**config.mk**
```make
export PLATFORM = sky130hd
export DESIGN_NAME = aed_decoder
export DESIGN_NICKNAME = d
export VERILOG_FILES = /design/src/aed_pkg.sv /design/src/aed_ops_if.sv /design/src/aed_decoder.sv /design/src/aed_classify.sv
export SDC_FILE = /design/constraint.sdc
export NUM_CORES = 1
export LEC_CHECK = 0
export BUFFER_PORTS_ARGS = -buffer_cell sky130_fd_sc_hd__buf_2
export CAP_MARGIN = 20
export CORE_UTILIZATION = 46
export DETAILED_ROUTE_END_ITERATION = 10
export GPL_ROUTABILITY_DRIVEN = 0
export PLACE_DENSITY = 0.71
export RECOVER_POWER = 50
export SYNTH_ARGS = -nofsm -noshare
export SYNTH_HDL_FRONTEND = slang
export SYNTH_SLANG_ARGS = --single-unit
```
**constraint.sdc**
```tcl
create_clock -name clk -period 5.9 [get_ports clk]
set_input_delay 0.885 -clock clk [delete_from_list [all_inputs] [get_ports clk]]
set_output_delay 0.885 -clock clk [all_outputs]
set_load 0.05 [all_outputs]
```
**src/aed_pkg.sv**
```systemverilog
// Package: opcode classes, addressing modes and decoder constants
package aed_pkg;
    localparam int AED_BASE_INSTR_COUNT = 61;
    localparam logic [7:0] AED_ZERO_PAGE_HIGH = 8'h00;
    localparam int AED_EXT_ROM_DIRECT_BYTES = 128;
    localparam logic [15:0] AED_PAGE_LIMIT = 16'h0100;
    localparam logic [15:0] AED_LEN_ONE = 16'h0001;
    localparam logic [15:0] AED_LEN_TWO = 16'h0002;
    localparam logic [15:0] AED_LEN_THREE = 16'h0003;
    localparam logic [7:0] AED_OP_JUMP_EXT = 8'hCC;
    localparam logic [7:0] AED_OP_CALL_EXT = 8'hCD;
    localparam logic [3:0] AED_LOW_JUMP = 4'hC;
    localparam logic [3:0] AED_LOW_CALL = 4'hD;
    localparam logic [3:0] AED_LOW_TEST = 4'hD;
    localparam logic [3:0] AED_LOW_STORE_A = 4'h7;
    localparam logic [3:0] AED_LOW_STORE_X = 4'hF;

    // Five classes need three bits; kept at the port width of four
    typedef enum logic [3:0] {
        AED_CLS_REG_MEM,
        AED_CLS_RMW,
        AED_CLS_BRANCH,
        AED_CLS_BIT,
        AED_CLS_CONTROL
    } aed_class_e;

    typedef enum logic [3:0] {
        AED_AM_INHERENT,
        AED_AM_IMMEDIATE,
        AED_AM_DIRECT,
        AED_AM_EXTENDED,
        AED_AM_IX0,
        AED_AM_IX1,
        AED_AM_IX2,
        AED_AM_RELATIVE,
        AED_AM_BIT_SET_CLR,
        AED_AM_BIT_TEST_BRANCH
    } aed_mode_e;
endpackage

```
**src/aed_ops_if.sv**
```systemverilog
// Interface: opcode classification between decoder and address former
`timescale 1ns/1ps
`default_nettype none
interface aed_ops_if;
    import aed_pkg::*;
    logic [7:0] opcode;
    logic [3:0] cls;
    logic [3:0] mode;
    logic [15:0] length;
    logic reg_operand;
    logic writes_back;
    logic legal;
    modport decoder (input opcode, output cls, output mode, output length, output reg_operand,
        output writes_back, output legal);
    modport user (output opcode, input cls, input mode, input length, input reg_operand,
        input writes_back, input legal);
endinterface
`default_nettype wire

```
**src/aed_decoder.sv**
```systemverilog
// Top: instruction classification and effective-address generation
// What this block does
// RULE_01: Classify the 61 instructions into five types
// RULE_02: Ten addressing modes each yield effective address; inherent and relative here give 0 with ea_used low
// RULE_03: Inherent uses opcode only, no operand fetch
// RULE_04: Immediate address is PC plus one, advance two
// RULE_05: Direct: high byte zero, low operand, advance two
// RULE_06: Direct covers the lowest 256 addresses
// RULE_07: Extended: high then low byte, advance three
// RULE_08: Indexed no offset: zero-extended index, advance one
// RULE_09: Jump and call use address, no register
// RULE_10: Read-modify-write writes back except test instruction
// RULE_11: Branches two bytes, taken only when condition holds
// RULE_12: Bit set or clear anywhere in page zero
// RULE_13: Bit test copies bit into carry, branches
// RULE_14: Offset indexed adds unsigned offset to index
// RULE_15: Branch target: next address plus signed displacement
`timescale 1ns/1ps
`default_nettype none
module aed_decoder
    import aed_pkg::*;
(
    // Clock and reset
    input wire logic clk,
    input wire logic rst,
    // Instruction bytes as fetched at PC, PC+1, PC+2
    input wire logic instr_valid,
    input wire logic [7:0] opcode,
    input wire logic [7:0] byte1,
    input wire logic [7:0] byte2,
    input wire logic [15:0] pc,
    input wire logic [7:0] index_reg,
    // Branch condition and tested memory byte
    input wire logic cond_true,
    input wire logic [7:0] bit_operand,
    // Decoded results
    output logic out_valid,
    output logic [3:0] instr_class,
    output logic [3:0] addr_mode,
    output logic [15:0] effective_address,
    output logic ea_used,
    output logic [15:0] next_pc,
    output logic reg_operand,
    output logic writes_back,
    output logic bit_value,
    output logic bit_new_value,
    output logic carry_load,
    output logic branch_taken,
    output logic illegal
);
    aed_ops_if ops();
    assign ops.opcode = opcode;

    aed_classify u_classify (
        .ops(ops)
    );

    wire [3:0] mode = ops.mode;
    wire [15:0] seq_pc = pc + ops.length;
    wire [15:0] ix16 = {AED_ZERO_PAGE_HIGH, index_reg};
    wire [15:0] direct_ea = {AED_ZERO_PAGE_HIGH, byte1}; // RULE_05 RULE_06
    wire [15:0] ext_ea = {byte1, byte2}; // RULE_07
    wire [15:0] ix1_ea = ix16 + {AED_ZERO_PAGE_HIGH, byte1}; // RULE_14
    wire [15:0] ix2_ea = ix16 + {byte1, byte2}; // RULE_14
    wire [15:0] imm_ea = pc + AED_LEN_ONE; // RULE_04
    wire [2:0] bit_sel = opcode[3:1];
    wire tested_bit = bit_operand[bit_sel]; // RULE_13
    wire [7:0] rel_disp = (mode == 4'(AED_AM_BIT_TEST_BRANCH)) ? byte2 : byte1;
    wire [15:0] rel_target = seq_pc + {{8{rel_disp[7]}}, rel_disp}; // RULE_15
    // Test-branch sense: even opcode branches on set, odd on clear
    wire btb_cond = opcode[0] ? !tested_bit : tested_bit;
    wire take = (mode == 4'(AED_AM_RELATIVE)) ? cond_true :
                (mode == 4'(AED_AM_BIT_TEST_BRANCH)) ? btb_cond : 1'b0; // RULE_11 RULE_13
    wire is_jump = (ops.cls == 4'(AED_CLS_REG_MEM)) && !ops.reg_operand;

    logic [15:0] ea_sel;
    logic used_sel;
    always_comb begin
        ea_sel = 16'h0000;
        used_sel = 1'b1;
        case (mode)
            4'(AED_AM_INHERENT): used_sel = 1'b0; // RULE_03
            4'(AED_AM_IMMEDIATE): ea_sel = imm_ea; // RULE_04
            4'(AED_AM_DIRECT), 4'(AED_AM_BIT_SET_CLR), 4'(AED_AM_BIT_TEST_BRANCH): ea_sel = direct_ea; // RULE_12
            4'(AED_AM_EXTENDED): ea_sel = ext_ea; // RULE_07
            4'(AED_AM_IX0): ea_sel = ix16; // RULE_08
            4'(AED_AM_IX1): ea_sel = ix1_ea;
            4'(AED_AM_IX2): ea_sel = ix2_ea;
            4'(AED_AM_RELATIVE): used_sel = 1'b0;
            default: used_sel = 1'b0;
        endcase
    end

    // Jump and call leave through the effective address
    wire [15:0] pc_sel = is_jump ? ea_sel : take ? rel_target : seq_pc; // RULE_09
    // Set on even opcode, clear on odd, in page zero only
    wire new_bit = !opcode[0];

    always_ff @(posedge clk) begin
        if (rst) begin
            out_valid <= 1'b0;
            instr_class <= 4'h0;
            addr_mode <= 4'h0;
            effective_address <= 16'h0000;
            ea_used <= 1'b0;
            next_pc <= 16'h0000;
            reg_operand <= 1'b0;
            writes_back <= 1'b0;
            bit_value <= 1'b0;
            bit_new_value <= 1'b0;
            carry_load <= 1'b0;
            branch_taken <= 1'b0;
            illegal <= 1'b0;
        end else begin
            out_valid <= instr_valid;
            instr_class <= ops.cls;
            addr_mode <= mode;
            effective_address <= ea_sel;
            ea_used <= used_sel;
            next_pc <= pc_sel;
            reg_operand <= ops.reg_operand; // RULE_09
            writes_back <= ops.writes_back || (mode == 4'(AED_AM_BIT_SET_CLR)); // RULE_10 RULE_12
            bit_value <= tested_bit;
            bit_new_value <= new_bit; // RULE_12
            carry_load <= (mode == 4'(AED_AM_BIT_TEST_BRANCH)); // RULE_13
            branch_taken <= take;
            illegal <= !ops.legal;
        end
    end
endmodule
`default_nettype wire

```
**src/aed_classify.sv**
```systemverilog
// Opcode classifier: class, addressing mode and length
`timescale 1ns/1ps
`default_nettype none
module aed_classify
    import aed_pkg::*;
(
    aed_ops_if.decoder ops
);
    wire [3:0] hi = ops.opcode[7:4];
    wire [3:0] lo = ops.opcode[3:0];
    wire is_bit = (hi == 4'h0) || (hi == 4'h1);
    wire is_branch = (hi == 4'h2);
    wire is_rmw = (hi >= 4'h3) && (hi <= 4'h7);
    wire is_ctrl = (hi == 4'h8) || (hi == 4'h9);
    wire is_regmem = (hi >= 4'hA);
    wire rmw_test = is_rmw && (lo == AED_LOW_TEST);
    wire [3:0] rmw_mode = (hi == 4'h3) ? 4'(AED_AM_DIRECT) :
                          (hi == 4'h6) ? 4'(AED_AM_IX1) :
                          (hi == 4'h7) ? 4'(AED_AM_IX0) : 4'(AED_AM_INHERENT); // RULE_03
    wire [3:0] rm_mode = (hi == 4'hA) ? 4'(AED_AM_IMMEDIATE) :
                         (hi == 4'hB) ? 4'(AED_AM_DIRECT) :
                         (hi == 4'hC) ? 4'(AED_AM_EXTENDED) :
                         (hi == 4'hD) ? 4'(AED_AM_IX2) :
                         (hi == 4'hE) ? 4'(AED_AM_IX1) : 4'(AED_AM_IX0);
    wire no_reg = (lo == AED_LOW_JUMP) || (lo == AED_LOW_CALL);
    // Store forms and jump have no immediate form
    wire rm_hole = (hi == 4'hA) && ((lo == AED_LOW_STORE_A) || (lo == AED_LOW_JUMP) || (lo == AED_LOW_STORE_X));

    function automatic logic [15:0] mode_len(input logic [3:0] m);
        case (m)
            4'(AED_AM_INHERENT), 4'(AED_AM_IX0): mode_len = AED_LEN_ONE; // RULE_08
            4'(AED_AM_EXTENDED), 4'(AED_AM_IX2), 4'(AED_AM_BIT_TEST_BRANCH): mode_len = AED_LEN_THREE; // RULE_07
            default: mode_len = AED_LEN_TWO; // RULE_04 RULE_05 RULE_11
        endcase
    endfunction

    assign ops.cls = is_bit ? 4'(AED_CLS_BIT) : is_branch ? 4'(AED_CLS_BRANCH) :
                     is_rmw ? 4'(AED_CLS_RMW) : is_ctrl ? 4'(AED_CLS_CONTROL) : 4'(AED_CLS_REG_MEM); // RULE_01
    assign ops.mode = (hi == 4'h0) ? 4'(AED_AM_BIT_TEST_BRANCH) :
                      (hi == 4'h1) ? 4'(AED_AM_BIT_SET_CLR) :
                      is_branch ? 4'(AED_AM_RELATIVE) :
                      is_rmw ? rmw_mode :
                      is_ctrl ? 4'(AED_AM_INHERENT) : rm_mode; // RULE_02
    assign ops.length = mode_len(ops.mode);
    assign ops.reg_operand = is_regmem && !no_reg; // RULE_09
    assign ops.writes_back = is_rmw && !rmw_test; // RULE_10
    assign ops.legal = !rm_hole;
endmodule
`default_nettype wire

```
# Yosys cells after proc, flatten, opt, wreduce, memory -nomap -nowiden
# Index checks and enable logic that the tools add are counted.
# op_classes
eq_ne	25
n_lt_le_gt_ge	4
muxes	28
addsub	5
n_reduce_logical	24
# ops
cell	n
16-bit case mux with 6 select lines	1
4-bit two-way mux	14
4-bit equality test (second input constant)	12
16-bit adder	2
16-bit two-way mux	2
4-bit by 3-bit equality test with 1-bit output (second input constant)	7
16-bit by 1-bit adder with 16-bit output (second input constant)	1
8-bit by 16-bit adder with 16-bit output	1
4-bit by 2-bit equality test with 1-bit output (second input constant)	4
4-bit zero test	3
8-bit by 8-bit adder with 9-bit output	1
4-bit by 1-bit equality test with 1-bit output (second input constant)	2
8-bit two-way mux	1
8-bit OR reduction	1
1-bit logical AND	6
1-bit logical OR	6
1-bit two-way mux	6
3-bit two-way mux	2
3-bit OR reduction	2
1-bit zero test	5
4-bit by 2-bit greater-or-equal comparator with 1-bit output (second input constant)	1
4-bit greater-or-equal comparator (second input constant)	1
4-bit by 3-bit less-or-equal comparator with 1-bit output (second input constant)	1
3-bit by 4-bit < comparator with 1-bit output (second input constant)	1
3 further kinds	3
# totals
out_inout_bits	49
wordCells	99
regBits	49

# Logic depth before layout (Yosys ltp)
# Gate-level depths: netlist (run 1).
# logic_depth
word_depth	18
ltp_mapped	18

# Modules after synthesis
# A second synthesis (run 1) with hierarchy kept.
# hier_totals
hier_cells	564
area_unflattened_um2	4704.5
# modules_own_cells
module	area_each_um2	instances	cells_per_inst
aed_decoder	4388.0	1	522
aed_classify	316.6	1	42

# Worst setup path before layout (run 1)
# OpenSTA, ideal clock, no wires.
# synth_timing
kind	input to register
startpoint	input opcode[6]
endpoint	register next_pc[15]
stages	18
slack_ns	1.205
t_arrival_ns	4.610
setup_time_ns	0.084
path_buffers	2
cell_sequence	buf_2 and3_1 clkbuf_1 nor2_1 ha_1 a21oi_1 nand2b_1 xnor2_1 ha_1 o21ai_0 o21ai_0 a2111oi_0 o41ai_2 nand3_2 a211o_1 xnor2_2 and3_1 o31ai_2
# synth_between
elab_chain_cells	18
# synth_lines
item	line	rtl
start, declared	aed_decoder.sv:28	input wire logic [7:0] opcode,
4-bit equality test	aed_classify.sv:24	(hi == 4'hE) ? 4'(AED_AM_IX1) : 4'(AED_AM_IX0);
1-bit two-way mux	aed_classify.sv:24	
4-bit two-way mux	aed_classify.sv:23	(hi == 4'hD) ? 4'(AED_AM_IX2) :
4-bit two-way mux	aed_classify.sv:22	(hi == 4'hC) ? 4'(AED_AM_EXTENDED) :
4-bit two-way mux	aed_classify.sv:21	(hi == 4'hB) ? 4'(AED_AM_DIRECT) :
4-bit two-way mux	aed_classify.sv:20	wire [3:0] rm_mode = (hi == 4'hA) ? 4'(AED_AM_IMMEDIATE) :
4-bit two-way mux	aed_classify.sv:43	is_ctrl ? 4'(AED_AM_INHERENT) : rm_mode;
4-bit two-way mux	aed_classify.sv:42	is_rmw ? rmw_mode :
[... 2 more ...]	n/a	
4-bit two-way mux	aed_classify.sv:39	assign ops.mode = (hi == 4'h0) ? 4'(AED_AM_BIT_TEST_BRANCH) :
4-bit equality test (tied with other cells)	n/a	
3-bit OR reduction or 2-bit OR reduction (tied branches)	aed_classify.sv:30	case (m)
2-bit case mux with 2 select lines	aed_classify.sv:30	
16-bit adder	aed_decoder.sv:59	wire [15:0] seq_pc = pc + ops.length;
16-bit adder	aed_decoder.sv:69	wire [15:0] rel_target = seq_pc + {{8{rel_disp[7]}}, rel_disp};
16-bit two-way mux	aed_decoder.sv:95	wire [15:0] pc_sel = is_jump ? ea_sel : take ? rel_target : seq_pc;
16-bit two-way mux *	aed_decoder.sv:95	
end signal, assigned	aed_decoder.sv:120	next_pc <= pc_sel;
end, declared	aed_decoder.sv:42	output logic [15:0] next_pc,
# Mark *: on every way between the ends. The rest lies on a longest branch, timed or not.
# A chain may end at the register's enable or synchronous reset.

# Worst setup path in the final report (run 1)
# Ends and elaborated chain as after synthesis.

==> results of run 1 <==
[logic make-up (layout without fill, tap and decap cells)]
logic type / Yosys count / count (layout)
and+or+nand+nor: 153 / 153
AOI/OAI and AO/OA: 136 / 136
xor gates and xnor gates: 60 / 60
DFF: 48 / 48
adders and majority gates: 40 / 40
buffers and inverters: 35 / 128
muxes: 15 / 15
other: 1 / 1
[cells in the mapped netlist (2+ instances only)]
| cell | n |
|---|---|
| a211oi_1 | 4 |
| o31ai_1 | 3 |
| a22oi_1 | 8 |
| o21ai_0 | 30 |
| buf_4 | 2 |
| nor3_1 | 9 |
| fa_1 | 4 |
| a222oi_1 | 9 |
| a211o_1 | 3 |
| a221o_1 | 2 |
| nand4_1 | 6 |
| ha_1 | 35 |
| nor4_1 | 2 |
| nand2_1 | 34 |
| mux2_2 | 6 |
| mux2i_1 | 6 |
| a21oi_1 | 30 |
| o21a_1 | 3 |
| a21boi_0 | 2 |
| and3_1 | 6 |
| a21o_1 | 10 |
| dfxtp_1 | 48 |
| a2111oi_0 | 5 |
| or2_2 | 5 |
| nor2_1 | 55 |
| clkbuf_1 | 17 |
| inv_1 | 13 |
| nand3_1 | 9 |
| a221oi_1 | 5 |
| o21bai_1 | 3 |
| xor2_1 | 31 |
| o22ai_1 | 4 |
| nor3b_1 | 3 |
| mux4_2 | 2 |
| o211ai_1 | 2 |
| nor4b_1 | 2 |
| nand2b_1 | 5 |
| and2_1 | 6 |
| a31oi_1 | 3 |
| o2bb2ai_1 | 2 |
| xnor2_1 | 28 |
| nor2b_1 | 7 |
| a311oi_1 | 2 |
[sequential cells by signal (all words and copies together), names as in the netlist, 3 cells and up]
| name | count |
|---|---|
| addr_mode | 4 |
| effective_address | 16 |
| instr_class | 3 |
| next_pc | 16 |
[worst max-delay path: stages]
cell and delay [ps]:
buf_2 280, and3_1 480, nor2_1 140, ha_1 290, a21oi_1 360, nand2b_1 180, xnor2_1 80, ha_1 350
o21ai_0 150, o21ai_0 350, a2111oi_0 230, o41ai_2 520, nand3_2 150, a211o_1 320, xnor2_2 160, and3_1 210
o31ai_2 160
[power by group through the flow]
| stage | Combinational, mW | Clock, mW | Sequential [mW] |
|---|---|---|---|
| final | 0.417 | 0.202 | 0.350 |
| after global routing | 0.453 | 0.217 | 0.352 |
| after CTS | 0.415 | 0.205 | 0.349 |
| after detailed placement | 0.413 | 0 | 0.357 |
| after global placement | 0.406 | 0 | 0.357 |
| after floorplan | 0.233 | 0 | 0.430 |
[layer usage]
layer	vias up	track usage, %
met1	1867	33.82
met2	203	43.27
li1	1953	-
met5	-	0
met3	28	3.633
met4	0	11.69
[worst max path at each step]
stage	start	endpoint	slack (ps)	cells after the start
global placement	opcode[5]	next_pc[15]	730	17
global route	opcode[5]	next_pc[15]	450	17
floorplan	opcode[6]	next_pc[15]	1210	18
finish	opcode[6]	next_pc[15]	820	17
detailed placement	opcode[5]	next_pc[15]	620	17
CTS	opcode[5]	next_pc[15]	920	17
[stage by stage]
| stage | instance area, um^2 | util (%) | power [mW] | hold slack (ps) |
|---|---|---|---|---|
| 2_1_floorplan | 4040 | - | 0.6626 | 956.6 |
| 3_3_place_gp | 4608 | 55.25 | 0.7632 | 1106 |
| 3_5_place_dp | 4608 | 55.25 | 0.7702 | 1100 |
| 4_1_cts | 4700 | 56.35 | 0.9688 | 792.9 |
| 5_1_grt | 4658 | 55.85 | 1.022 | 797.0 |
| 6_report | 4658 | 55.85 | 0.9687 | 792.2 |
[layout make-up]
type | instances | area [um^2] | share of cell area, %
Timing Repair Buffer | 108 | 494.2 | 10.61
Clock buffer | 6 | 82.58 | 1.773
Inverter | 13 | 48.80 | 1.048
Clock inverter | 1 | 8.758 | 0.1880
Sequential cell | 48 | 960.9 | 20.63
Tap cell | 105 | 131.4 | 2.820
Multi-Input combinational cell | 405 | 2932 | 62.93
==> run_results.csv, run 1 <==
group,metric,value,unit
detailed_routing,first_iter_violations,339,
power_and_ir_drop,switching_share,39.81,%
cts,cts_root_buffer,"clkbuf_8",
synthesis,synthFlopType,"dfxtp_1",
sta,min_period,5085,ps
worst_hold_path,hp-start,"instr_valid",
placement,preCtsSetupSlack,615.6,ps
worst_setup_path,crit_required,6120,ps
cts,cts.sinks,48,
grt,antenna_found_initial,0,
floorplan,die_w,95.72,um
synthesis,ys_ff_latch,48,
synthesis,muxShareOfSynthArea,4.645,%
sta,setup-tns-final,0,ps
placement,place_inst,678,
synthesis,synthTopCellsByArea,"dfxtp_1 24%, ha_1 11%, xor2_1 6.7%",
floorplan,die_y,95.72,um
cts,cts_tree,"yes",
worst_setup_path,critPathMaxFanout,16,
detailed_routing,vias_per_cell,5.905,
worst_setup_path,worstSetupEndpointType,"flop",
power_and_ir_drop,power_density,208.0,mW/mm^2
power_and_ir_drop,clkPwrFrac,20.9,%
floorplan,dieArea,0.009161,mm^2
detailed_routing,wl_per_cell,17.32,um
placement,dp_hpwl,9438,um
detailed_routing,drt-total-wl,11880,um
synthesis,yosys.area_share.simple,18.40,%
detailed_routing,vias,4051,
flow_run,cap_violations,0,
power_and_ir_drop,leakage,1.971,nW
synthesis,synth_cell_type_count,60,
finish,final_nets,680,
grt,globalRouteTotalUtil,26.17,%
cts,clk_pin_slew_worst_paths,80,ps
cts,ctsResizeCount,0,
sta,relSlewSlack,24.76,%
detailed_routing,dr.pass1.iters,6,
sta,setup_violations,0,
synthesis,yosysWarnings,0,
sta,finalHoldViolCount,0,
worst_hold_path,min_to,"out_valid",
grt,grt-ovfl-total,0,
finish,n_fill_cell,817,
synthesis,ys_seq_area_share,23.78,%
synthesis,synth_area_per_cell,8.279,um^2
sta,slew_violations,0,
detailed_routing,wl_met1,5094,um
floorplan,coreArea,0.008341,mm^2
detailed_routing,ant_nets,0,
sta,fmax,196.7,MHz
placement,io_buffers,107,
cts,htree_levels,2,
detailed_routing,dr_wl_met3,993,um
finish,syn_to_final_growth,15.30,%
synthesis,yosys.area.top_type,"dfxtp_1",
cts,cts_buffers,5,
sta,finalWorstSetupSlack,815.3,ps
grt,grt_max_degree,21,
synthesis,synthAdderAreaFrac,13.07,%
run_status,status,"completed",
cts,cts.hold.buffers_added,0,
synthesis,synthXorXnorAreaFrac,13.19,%
worst_setup_path,crit_type,"in2reg",
power_and_ir_drop,seqPwrFrac,36.1,%
synthesis,syn-cell-area,0.004040,mm^2
finish,n_antenna_cell,0,
sta,post-route-period-util,86.18,%
floorplan,io_pins,109,
synthesis,netlist_instances,488,
detailed_routing,drcViolationCount,0,
synthesis,synth-compound-area-share,23.17,%
sta,worst_slew_pin_slew,1120,ps
floorplan,rows,33,
synthesis,async_flop_share,0,%
synthesis,synth_top_cell_area_share,23.78,%
worst_setup_path,start_kind,"primary input",
cts,cts_buffer_depth,2,
worst_hold_path,min_path_cells,2,
detailed_routing,routed.top_layer,"met4",
power_and_ir_drop,comb_power_share,43.0,%
power_and_ir_drop,intPower,0.5830,mW
sta,grt_setup_unrepaired,"false",
synthesis,synth_top_family_by_area,"compound AO/OA/AOI/OAI gates",
cts,post_cts_buffers,0,
finish,drive_gt1_share,16.70,%
synthesis,synth_fp_nets,587,
grt,grt_pass1_wl,18360,um
finish,final_cell_mix,"68 x buf_2, 55 x nor2_1, 48 x dfxtp_1",
power_and_ir_drop,ir_worst_vdd,0.09852,mV
finish,final_cells,686,
power_and_ir_drop,p_sw,0.3857,mW
finish,final_common_cell,"buf_2",
synthesis,synth-edff-count,0,
floorplan,start_util,48.44,%
worst_setup_path,crit_arrival,5310,ps
worst_hold_path,min_path_type,"in2reg",
detailed_routing,dr_wl_met2,5411,um
grt,grt_pass1_vias,3749,
Note: power is estimated with default switching activity, not from simulation.
==> run 2: changes to the inputs <==
--- a/config.mk
+++ b/config.mk
@@ -12,6 +12,7 @@
 export GPL_ROUTABILITY_DRIVEN = 0
 export PLACE_DENSITY = 0.71
 export RECOVER_POWER = 50
+export REMOVE_ABC_BUFFERS = 1
 export SYNTH_ARGS = -nofsm -noshare
 export SYNTH_HDL_FRONTEND = slang
 export SYNTH_SLANG_ARGS = --single-unit
==> constraint.sdc (replaced) <==
create_clock -name clk -period 5.6 [get_ports clk]
set_input_delay 0.84 -clock clk [delete_from_list [all_inputs] [get_ports clk]]
set_output_delay 0.84 -clock clk [all_outputs]
set_load 0.05 [all_outputs]
==> run 2 against run 1 <==
Net effect:
- final cell count rose by 0.44%
- worst setup slack got worse by 140 ps
- core utilization rose by 0.74 points
- largest cell class unchanged
- largest power group unchanged
==> run_results.csv, run 2 (synthesized netlist as in run 1, its figures left out) <==
group,metric,value,unit
cts,clk_pin_slew_worst_paths,100,ps
worst_setup_path,startpoint,"opcode[5]",
grt,antenna_found_initial,0,
run_status,status,"completed",
finish,regArea,960.9,um^2
placement,dp_hpwl,9448,um
detailed_routing,first_iter_violations,325,
sta,grt_setup_unrepaired,"false",
floorplan,dieArea,0.009161,mm^2
detailed_routing,vias,4124,
sta,finalWorstSetupSlack,670.8,ps
finish,syn_to_final_growth,16.82,%
grt,globalRouteTotalUtil,26.90,%
sta,setup_violations,0,
power_and_ir_drop,leakage,2.010,nW
sta,post-route-period-util,88.02,%
sta,min_period,4929,ps
floorplan,coreArea,0.008341,mm^2
finish,n_antenna_cell,0,
finish,n_fill_cell,813,
cts,cts.sinks,48,
cts,htree_levels,2,
grt,grt_pass1_vias,3784,
floorplan,io_pins,109,
grt,grt-ovfl-total,0,
cts,cts_root_buffer,"clkbuf_8",
floorplan,die_y,95.72,um
power_and_ir_drop,power_density,238.1,mW/mm^2
floorplan,start_util,48.44,%
cts,cts_tree,"yes",
cts,cts.hold.buffers_added,0,
placement,io_buffers,107,
power_and_ir_drop,ir_worst_vdd,0.1059,mV
sta,slew_violations,0,
sta,fmax,202.9,MHz
finish,final_cell_mix,"71 x buf_2, 55 x nor2_1, 48 x dfxtp_1",
flow_run,cap_violations,0,
worst_setup_path,crit_arrival,5170,ps
sta,worst_slew_pin_slew,813.3,ps
finish,final_common_cell,"buf_2",
worst_setup_path,endpoint,"next_pc[15]",
cts,post_cts_buffers,0,
worst_setup_path,start_kind,"primary input",
finish,final_nets,682,
sta,finalHoldViolCount,0,
worst_hold_path,min_path_type,"in2reg",
sta,setup-tns-final,0,ps
detailed_routing,wl_per_cell,17.59,um
worst_setup_path,crit_type,"in2reg",
detailed_routing,dr.pass1.iters,6,
detailed_routing,ant_nets,0,
cts,cts_buffers,5,
worst_setup_path,critPathMaxFanout,18,
placement,preCtsSetupSlack,474.0,ps
grt,grt_pass1_wl,18880,um
finish,top_regs,"effective_address: 16 flops, next_pc: 16 flops, addr_mode: 4 flops",
sta,relSlewSlack,45.58,%
floorplan,die_w,95.72,um
detailed_routing,drcViolationCount,0,
detailed_routing,drt-total-wl,12120,um
cts,cts_buffer_depth,2,
detailed_routing,vias_per_cell,5.985,
worst_setup_path,worstSetupEndpointType,"flop",
finish,multi_input_area,0.002932,mm^2
cts,ctsResizeCount,0,
grt,grt_max_degree,21,
finish,drive_gt1_share,17.47,%
floorplan,rows,33,
worst_setup_path,crit_required,5850,ps
[run 2: critical path, stage by stage]
cell and delay [ps]:
buf_2 280, and3_1 530, nor2_1 150, ha_1 310, a21oi_1 210, nand2b_1 150, xnor2_1 90, ha_1 350
o21ai_0 130, o21ai_0 370, a2111oi_0 230, o41ai_2 530, nand3_2 160, a211o_1 320, xnor2_2 150, and3_1 210
o31ai_2 160
[run 2: area by class of cell]
cell class / count / area share (%)
Multi-Input combinational cell: 405 / 62.12
Sequential cell: 48 / 20.36
Timing Repair Buffer: 110 / 10.79
Tap cell: 105 / 2.784
Clock buffer: 5 / 1.458
Clock inverter: 3 / 1.458
Inverter: 13 / 1.034
[run 2: stage by stage]
stage	instances	hold WS [ps]	utilization [%]	area [um^2]	power, mW
final	689	747.1	56.59	4720	1.124
after global routing	689	773.6	56.59	4720	1.178
after CTS	688	754.6	57.08	4761	1.121
after global placement	680	1064	55.43	4623	0.8060
after detailed placement	680	1072	55.43	4623	0.8143
after floorplan	466	906.7	-	3941	0.6856
[run 2: how the worst min path moves through the flow]
| stage | start | end | slack [ps] | depth (start not counted) |
|---|---|---|---|---|
| floorplan | rst | bit_new_value | 910 | 1 |
| global placement | instr_valid | out_valid | 1060 | 2 |
| detailed placement | instr_valid | out_valid | 1070 | 2 |
| CTS | instr_valid | out_valid | 750 | 2 |
| global route | instr_valid | out_valid | 770 | 2 |
| finish | instr_valid | out_valid | 750 | 2 |
[run 2: report_power, final]
group / total, mW / internal (mW) / switching (mW)
combinational: 0.441 / 0.155 / 0.286
sequential: 0.368 / 0.363 / 0.00552
clock: 0.314 / 0.180 / 0.134
total: 1.12 / 0.697 / 0.426
[run 2: routing by layer]
layer | vias up | track usage, % | wire length [um]
li1 | 1966 | - | -
met1 | 1882 | 34.30 | 4974
met2 | 244 | 43.51 | 5409
met3 | 32 | 5.608 | 1293
met4 | 0 | 12.19 | 444
met5 | - | 0 | 0
